[config.mk]
export PLATFORM = sky130hd
export DESIGN_NAME = ledl_dev_flat
export DESIGN_NICKNAME = d
export VERILOG_FILES = /design/src/ledl_if.sv /design/src/ledl_dev.sv /design/src/flat_wrapper.sv
export VERILOG_INCLUDE_DIRS = /design/src /design/src/src
export SDC_FILE = /design/constraint.sdc
export NUM_CORES = 1
export LEC_CHECK = 0
export BUFFER_PORTS_ARGS = -buffer_cell sky130_fd_sc_hd__buf_4
export CORE_UTILIZATION = 59
export CTS_BUF_LIST = sky130_fd_sc_hd__clkbuf_4 sky130_fd_sc_hd__clkbuf_8
export DETAILED_ROUTE_END_ITERATION = 10
export PLACE_DENSITY = 0.76
export REMOVE_ABC_BUFFERS = 1
export SKIP_CTS_REPAIR_TIMING = 1
export SLEW_MARGIN = 20
export SYNTH_ARGS = -nofsm -noshare
export SYNTH_HDL_FRONTEND = slang
export SYNTH_SLANG_ARGS = --single-unit
[constraint.sdc]
create_clock -name ref_clk -period 3.6 [get_ports ref_clk]
set_input_delay 0 -clock ref_clk [delete_from_list [all_inputs] [get_ports ref_clk]]
set_output_delay 0 -clock ref_clk [all_outputs]
set_load 0.03 [all_outputs]
[src/ledl_map.svh]
`ifndef LEDL_MAP_SVH
`define LEDL_MAP_SVH
// Clock and oscillator rates in kHz
`define LEDL_CLK_KHZ 100000
`define LEDL_OSC_KHZ 450
// Scan tick divider, rounded down
`define LEDL_OSC_DIV (`LEDL_CLK_KHZ / `LEDL_OSC_KHZ)
// Scan ticks per grid slot
`define LEDL_SLOT_TICKS 16
// Command class in bits 7..6
`define LEDL_CLS_DATA 2'h1
`define LEDL_CLS_DISP 2'h2
`define LEDL_CLS_ADDR 2'h3
// Command field positions
`define LEDL_BIT_FIXED 2
`define LEDL_BIT_TEST 3
`define LEDL_BIT_ON 3
// Host serial half period in ns
`define LEDL_HALF_NS 500
`define LEDL_HALF_CYC ((`LEDL_HALF_NS * `LEDL_CLK_KHZ + 999999) / 1000000)
// Host register offsets
`define LEDL_REG_TX 4'h0
`define LEDL_REG_STAT 4'h4
// Host transmit word fields
`define LEDL_TX_START 8
`define LEDL_TX_END 9
`endif

[src/ledl_if.sv]
`timescale 1ns/10ps
interface ledl_if;
  // Serial clock from host
  logic sclk;
  // Serial data from host
  logic din;
  // One-hot active grid, high sinks the common
  logic [15:0] digit_common_outputs;
  // Lit segments, high sources the anode
  logic [7:0] segment_outputs;
  modport dev (input sclk, input din, output digit_common_outputs, output segment_outputs);
  modport host (output sclk, output din, input digit_common_outputs, input segment_outputs);
endinterface

[src/ledl_dev.sv]
`timescale 1ns/10ps
`include "ledl_map.svh"
// Operation
// RULE_01 - Host keeps data stable while clock high
// RULE_02 - Host changes data only while clock low
// RULE_03 - Bytes travel least significant bit first
// RULE_04 - Data rising under high clock ends
// RULE_05 - Data falling under high clock starts
// RULE_06 - First byte after start is command
// RULE_07 - Top two bits classify the command
// RULE_08 - End mid-byte discards the partial byte
// RULE_09 - Auto mode writes then increments address
// RULE_10 - Fixed mode writes at set address
// RULE_11 - Data-mode bit 3 selects test mode
// RULE_12 - Address command loads low four bits
// RULE_13 - Pointer starts at address zero
// RULE_14 - Byte n drives grid n+1 segments
// RULE_15 - Three bits pick eight pulse widths
// RULE_16 - Display switch blanks without touching memory (test mode still drives the outputs while switched off)
// RULE_17 - Control bit 3 set means on
// RULE_18 - Scan timed by internal oscillator
// RULE_19 - Sixteen grids scanned one at a time
// RULE_20 - Host sends mode, address, data, control
// RULE_21 - Reset clears receiver and control state
// RULE_22 - Segments blank at each grid change
module ledl_dev (
  input wire logic ref_clk,
  input wire logic rst,
  ledl_if.dev lnk
);
  // Whole device state
  typedef struct packed {
    logic sclk_s1;
    logic sclk_s2;
    logic sclk_s3;
    logic din_s1;
    logic din_s2;
    logic din_s3;
    logic in_frame;
    logic first_byte;
    logic [7:0] shreg;
    logic [3:0] bitcnt;
    logic fixed_addr;
    logic test_mode;
    logic [3:0] addr;
    logic disp_on;
    logic [2:0] bright;
    logic [7:0] osc_cnt;
    logic [3:0] phase;
    logic [3:0] grid;
    logic [15:0] grid_out;
    logic [7:0] seg_out;
    logic [15:0][7:0] mem;
  } ledl_ds_s;
  ledl_ds_s s_reg;
  ledl_ds_s s_next;

  // Lit phases in a sixteen phase slot
  function automatic logic [3:0] width_of(input logic [2:0] code);
    unique case (code)
      3'h0: width_of = 4'h1;
      3'h1: width_of = 4'h2;
      3'h2: width_of = 4'h4;
      3'h3: width_of = 4'ha;
      3'h4: width_of = 4'hb;
      3'h5: width_of = 4'hc;
      3'h6: width_of = 4'hd;
      3'h7: width_of = 4'he;
    endcase
  endfunction

  // Edge and condition strobes from synced pins
  logic clk_rise;
  logic start_cond;
  logic end_cond;
  logic osc_tick;
  logic [7:0] byte_in;
  logic [4:0] slot;
  assign clk_rise = s_reg.sclk_s2 && !s_reg.sclk_s3;
  // RULE_05 - Falling data under high clock
  assign start_cond = s_reg.sclk_s2 && s_reg.sclk_s3 && s_reg.din_s3 && !s_reg.din_s2;
  // RULE_04 - Rising data under high clock
  assign end_cond = s_reg.sclk_s2 && s_reg.sclk_s3 && !s_reg.din_s3 && s_reg.din_s2;
  // RULE_03 - New bit enters at the top
  assign byte_in = {s_reg.din_s2, s_reg.shreg[7:1]};
  assign osc_tick = (s_reg.osc_cnt == 8'h00);
  assign slot = 5'(`LEDL_SLOT_TICKS - 1);
  assign lnk.digit_common_outputs = s_reg.grid_out;
  assign lnk.segment_outputs = s_reg.seg_out;

  // Next state
  always_comb
  begin
    s_next = s_reg;
    // Two flip-flop pin synchronisers
    s_next.sclk_s1 = lnk.sclk;
    s_next.sclk_s2 = s_reg.sclk_s1;
    s_next.sclk_s3 = s_reg.sclk_s2;
    s_next.din_s1 = lnk.din;
    s_next.din_s2 = s_reg.din_s1;
    s_next.din_s3 = s_reg.din_s2;
    if (start_cond)
    begin
      // RULE_06 - Next byte is a command
      s_next.in_frame = 1'b1;
      s_next.first_byte = 1'b1;
      s_next.bitcnt = 4'h0;
    end
    else if (end_cond)
    begin
      // RULE_08 - Drop any partial byte
      s_next.in_frame = 1'b0;
      s_next.bitcnt = 4'h0;
    end
    else if (clk_rise && s_reg.in_frame)
    begin
      // RULE_02 - Sample bit at clock rise
      s_next.shreg = byte_in;
      s_next.bitcnt = s_reg.bitcnt + 4'h1;
      if (s_reg.bitcnt == 4'h7)
      begin
        s_next.bitcnt = 4'h0;
        s_next.first_byte = 1'b0;
        if (s_reg.first_byte)
        begin
          // RULE_07 - Classify by top two bits
          unique case (byte_in[7:6])
            // RULE_11 - Mode and test bits
            `LEDL_CLS_DATA:
            begin
              s_next.fixed_addr = byte_in[`LEDL_BIT_FIXED];
              s_next.test_mode = byte_in[`LEDL_BIT_TEST];
            end
            // RULE_15 - Brightness code
            `LEDL_CLS_DISP:
            begin
              s_next.bright = byte_in[2:0];
              // RULE_17 - Set means on
              s_next.disp_on = byte_in[`LEDL_BIT_ON];
            end
            // RULE_12 - Pointer from low nibble
            `LEDL_CLS_ADDR:
            begin
              s_next.addr = byte_in[3:0];
            end
            // Undefined class ignored
            default:
            begin
              s_next.addr = s_reg.addr;
            end
          endcase
        end
        else
        begin
          // RULE_10 - Write at current pointer
          s_next.mem[s_reg.addr] = byte_in;
          // RULE_09 - Advance in auto mode
          if (!s_reg.fixed_addr)
            s_next.addr = s_reg.addr + 4'h1;
        end
      end
    end
    // RULE_18 - Oscillator tick divider
    s_next.osc_cnt = osc_tick ? 8'((`LEDL_OSC_DIV) - 1) : s_reg.osc_cnt - 8'h01;
    if (osc_tick)
    begin
      s_next.phase = s_reg.phase + 4'h1;
      // RULE_19 - Next grid after full slot
      if ({1'b0, s_reg.phase} == slot)
        s_next.grid = s_reg.grid + 4'h1;
    end
    // Output drive
    s_next.grid_out = 16'h0000;
    s_next.seg_out = 8'h00;
    // RULE_16 - Switch off blanks outputs only, unless test mode is on
    if (s_reg.disp_on || s_reg.test_mode)
    begin
      // RULE_19 - One grid at a time
      s_next.grid_out[s_reg.grid] = 1'b1;
      // RULE_22 - First and last phase stay dark
      if (s_reg.phase != 4'h0 && s_reg.phase != 4'hf)
      begin
        // RULE_11 - Test mode lights every segment
        if (s_reg.test_mode)
          s_next.seg_out = 8'hff;
        // RULE_15 - Lit for the coded width
        else if (s_reg.phase <= width_of(s_reg.bright))
          // RULE_14 - Byte n feeds grid n+1
          s_next.seg_out = s_reg.mem[s_reg.grid];
      end
    end
  end

  // State register
  always_ff @(posedge ref_clk)
  begin
    // RULE_21 - Reset clears everything, pin synchronisers set high
    if (rst)
    begin
      // RULE_13 - Pointer at zero
      s_reg <= '0;
      s_reg.sclk_s1 <= 1'b1;
      s_reg.sclk_s2 <= 1'b1;
      s_reg.sclk_s3 <= 1'b1;
      s_reg.din_s1 <= 1'b1;
      s_reg.din_s2 <= 1'b1;
      s_reg.din_s3 <= 1'b1;
    end
    else
      s_reg <= s_next;
  end
endmodule

[src/flat_wrapper.sv]
// flat-port wrapper written by rule: the top's interface ports become plain ports
module ledl_dev_flat 
  (ref_clk, rst, lnk_sclk, lnk_din, lnk_digit_common_outputs, lnk_segment_outputs);
  ledl_if lnk_i ();
  input wire logic ref_clk;
  input wire logic rst;
  input wire logic [$bits(lnk_i.sclk)-1:0] lnk_sclk;
  input wire logic [$bits(lnk_i.din)-1:0] lnk_din;
  output wire logic [$bits(lnk_i.digit_common_outputs)-1:0] lnk_digit_common_outputs;
  output wire logic [$bits(lnk_i.segment_outputs)-1:0] lnk_segment_outputs;
  assign lnk_i.sclk = lnk_sclk;
  assign lnk_i.din = lnk_din;
  assign lnk_digit_common_outputs = lnk_i.digit_common_outputs;
  assign lnk_segment_outputs = lnk_i.segment_outputs;
  ledl_dev u_core (.ref_clk(ref_clk), .rst(rst), .lnk(lnk_i));
endmodule
# After elaboration in Yosys (flattened, before gate mapping)
# Memory sizes are Yosys's and may differ from the RTL's. A register that Yosys moved wholly into a read port is not among the register bits.
# Index checks and enable logic that the tools add are counted.
[word_totals]
register_bits = 198
in_bits = 4
out_inout_bits = 24
mem_bits_ro = 32
n_memories = 1
wordCells = 120
[memory_table]
columns = ["memory", "words", "word_bits", "rd", "rd_clocked_by_memory_dff", "wr", "line_no", "rtl"]
rows = [
  ["(name not given)", 8, 4, 1, 1, 0, "ledl_dev.sv:60", "unique case (code)"],
]
[op_classes]
addsub = 5
n_lt_le_gt_ge = 5
mux = 28
eq_ne = 9
bitwise_logic = 5
n_reduce_logical = 30
[op_table]
columns = ["cell", "n"]
rows = [
  ["128-bit bitwise mux", 1],
  ["8-bit two-way mux", 5],
  ["8-bit binary-select mux with 4-bit select", 1],
  ["8-bit demux with 4-bit select", 1],
  ["4-bit two-way mux", 8],
  ["23-bit two-way mux", 1],
  ["6-bit AND reduction", 3],
  ["4-bit by 1-bit adder with 4-bit output (second input constant)", 4],
  ["14-bit two-way mux", 1],
  ["1-bit logical AND", 10],
  ["4-bit by 5-bit < comparator with 1-bit output (second input constant)", 2],
  ["9-bit two-way mux", 1],
  ["4-bit by 1-bit >= comparator with 1-bit output (second input constant)", 2],
  ["8-bit zero test", 1],
  ["8-bit by 1-bit subtractor with 8-bit output (second input constant)", 1],
  ["2-bit two-way mux", 3],
  ["3-bit two-way mux", 2],
  ["3-bit AND reduction", 2],
  ["2-bit nonzero test", 3],
  ["3-bit OR reduction", 2],
  ["1-bit inverter", 5],
  ["5-bit AND reduction", 1],
  ["1-bit demux with 4-bit select", 1],
  ["2-bit equality test (second input constant)", 2],
  ["13 further kinds", 19],
]

# Logic depth before layout (Yosys ltp)
[logic_depth]
word_depth = 7
depth_mapped = 8
ltp_nobuf = 8

# Least setup slack after synthesis
# Ideal clock, no wire load.
[synth_path]
kind = "register to register"
startpoint = "register u_core.s_reg[178] (netlist name)"
endpoint = "register with a tool-made name"
stages_incl_launch_ff = 8
path_slack_ns = 1.538
synth_period_minus_slack_ns = 2.062
n_path_buf = 0
setup_time_ns = 0.123
required_ns = 3.477
arrival_ns = 1.939
cell_sequence = "dfxtp_1 ha_1 nand3b_2 nor4_4 mux2i_1 nor2_1 ha_1 or2_2"
[synth_rtl]
columns = ["element", "line_no", "rtl"]
rows = [
  ["start: declaration", "ledl_dev.sv:55", "ledl_ds_s s_reg;"],
  ["start signal: assignment", "ledl_dev.sv:210", "s_reg <= s_next;"],
]

==> reports/summary.txt <==
outcome = finished clean
1st-iter DRT viols = 749
most common cell after layout, fill and taps aside = dfxtp_1
synth unique cells = 51
Die Y = 124 um
Crit path largest cell delay = 580 ps
async set or reset register ratio after synthesis = 0%
post-synth top area share = 45.9%
CTS H-tree lvls = 2
Reg clk slew, reported paths = 60 ps
routed vias/inst = 6.04
cell depth of the worst flop-to-flop path = 8
Pint = 3.68 mW
placeable core region = 14500 um2
hold slack = 199 ps
fin worst setup slack = 1130 ps
Worst path slowest cell = nor4_4
TritonCTS clock tree = built
Routed WL per cell = 18.0 um
critical path cell sequence = ha_1, nand3b_2, nor4_4, mux2i_1, nor2_1, inv_1, ha_1, mux2_2
Antenna Nets Post-Route = 0
Place WS = 1140 ps
Skew-Pair Late Insertion Delay = 530 ps
I/O pins = 28
Hold Path Class = primary input to flip-flop
Clock Sink Count = 201
Multi-input gate area = 4240 um2
Peak VDD IR = 205 uV
synthesized area = 8770 um2
final hold violation count = 0
share of cells above drive strength 1 = 16.0%
skew final = 20.2 ps
Die Span X = 124 um
cell area power density = 497 nW/um2
GRT overflow = 0
port bufs = 27
critical path type = flip-flop to flip-flop
endpoints failing setup = 0
Area contributors post-synth = dfxtp_1, a21oi_1, nand3_1
register area = 4030 um2
number of cells on the critical path = 8
crit-path leading delay family = simple AND/OR/NAND/NOR gates
die area = 15400 um2
Seq pwr share = 48.6%
largest net degree at the start of global routing = 121
DP HPWL = 13.4 mm
initial antenna violation count = 0
post-route DRC violation count = 0
drt total wl = 21.6 mm
Area Growth Syn to Fin = 10.6%
sequential fraction of the synthesis area = 45.9%
fin area = 9700 um2
ys flop type = dfxtp_1
Crit Path Max Fanout = 7
commonest non-fill, non-tap cells in the layout = dfxtp_1, nand2_1, a21oi_1, nand3_1, nor2_1
CP Capture Type = flip-flop
clock share of power = 45.0%
WP data required = 4010 ps
yosys warns = 0
Largest register FFs = 162
CTS root buffer = clkbuf_8
relative slew slack = 36.9%
Hold Path Depth = 3
Comb power frac = 6.3%
fillcell total = 1214
Synth area leader = dfxtp_1
Worst Path Arrival = 2880 ps
Initial Utilization = 60.3%
cells after synthesis = 1011
sw frac = 23.5%
setup tns final = 0 ps
Final period util = 68.6%
most used cell, CP = ha_1
min Tclk post-route = 2470 ps
routability cong. = 0.821
P_sw = 1.13 mW
maximum capacitance violations = 0
Avg Cell Area, Syn = 8.68 um2
post-placement cell area = 8950 um2
first-pass GRT wire length = 33.6 mm
RSZ-0062 raised after global routing = no
num rows = 44
clock buffer depth = 3
number of flops mapped to enable cells by yosys = 0
CTS Buf Count = 34
Slew @ Worst Pin = 945 ps
register-to-register setup slack = 1130 ps
Worst Setup Start Kind = flip-flop
Pleak = 3.32 nW
CP Buf/Inv Count = 1
routed via count = 7254
nets = 1021
ant diodes = 0
Final Slew Violations = 0
Max Clk Rate = 405 MHz
GRT Total Usage = 28.8%
post-synthesis register bit count = 201
vias in the first global route = 6446
Pre-antenna DRT Iters = 5
==> stage by stage <==
stage          std cells  utilization, %  total power, mW
5_1_grt             1201            66.7             4.99
3_5_place_dp        1144            61.6             2.69
4_1_cts             1198            66.5             4.83
6_report            1201            66.7             4.82
2_1_floorplan        909               -             2.60
3_3_place_gp        1144            61.6             2.69
==> layer usage <==
metal / up-vias / wire length, um / global-route usage [%]
met1: 3434 / 9010 / 37.8
met5: - / 0 / 0
met2: 305 / 10200 / 46.5
met3: 62 / 1700 / 5.63
li1: 3453 / - / -
met4: 0 / 720 / 11.8
==> final cells by class <==
cell class | count | share of cell area, %
Timing Repair Buffer | 54 | 4.39
Inverter | 16 | 0.619
Clock inverter | 5 | 0.800
Tap cell | 184 | 2.37
Clock buffer | 49 | 6.57
Multi-Input combinational cell | 692 | 43.7
Sequential cell | 201 | 41.5
==> worst reg2reg max path, stage by stage (launching register included) <==
cell      delay [ps]
dfxtp_1          370
ha_1             210
nand3b_2         270
nor4_4           580
mux2i_1          190
nor2_1           190
inv_1            110
ha_1             190
mux2_2           250
==> kinds of logic (layout without fill, tap and decap cells) <==
kind of cell    Yosys count  count (layout)  synth area share (%)
xor+xnor                 12              12                  1.20
fa+ha+maj                18              18                  2.57
mux                      47              47                  9.40
compound gates          189             189                  11.9
simple gates            426             426                  22.9
buf+inv                 118             124                  6.16
flops                   201             201                  45.9
==> worst paths after layout <==
| kind | from | end |
|---|---|---|
| worst min register to register | u_core.s_next[196]$_SDFF_PP1_ | u_core.s_next[195]$_SDFF_PP1_ |
| worst max-delay path | u_core.s_reg[178]$_SDFFE_PP0N_ | flip-flop |
| worst max register to register | u_core.s_reg[178]$_SDFFE_PP0N_ | flip-flop |
| worst min-delay path | lnk_din | u_core.s_next[193]$_SDFF_PP1_ |
==> Yosys cell counts, drive strengths merged, types with 9 or more instances <==
| cell | instances |
|---|---|
| dfxtp | 201 |
| nand2 | 182 |
| a21oi | 151 |
| nand3 | 137 |
| clkbuf | 67 |
| nor2 | 53 |
| buf | 35 |
| mux4 | 28 |
| ha | 18 |
| inv | 16 |
| mux2i | 16 |
| a22oi | 12 |
| or2 | 11 |
| a21o | 9 |
==> power groups by stage <==
stage / combinational, mW / clock (mW) / sequential (mW)
floorplan: 0.225 / 0 / 2.38
global placement: 0.300 / 0 / 2.39
detailed placement: 0.305 / 0 / 2.39
CTS: 0.306 / 2.18 / 2.34
global route: 0.347 / 2.29 / 2.35
finish: 0.306 / 2.17 / 2.34
Power figures use the tool's default switching activity.
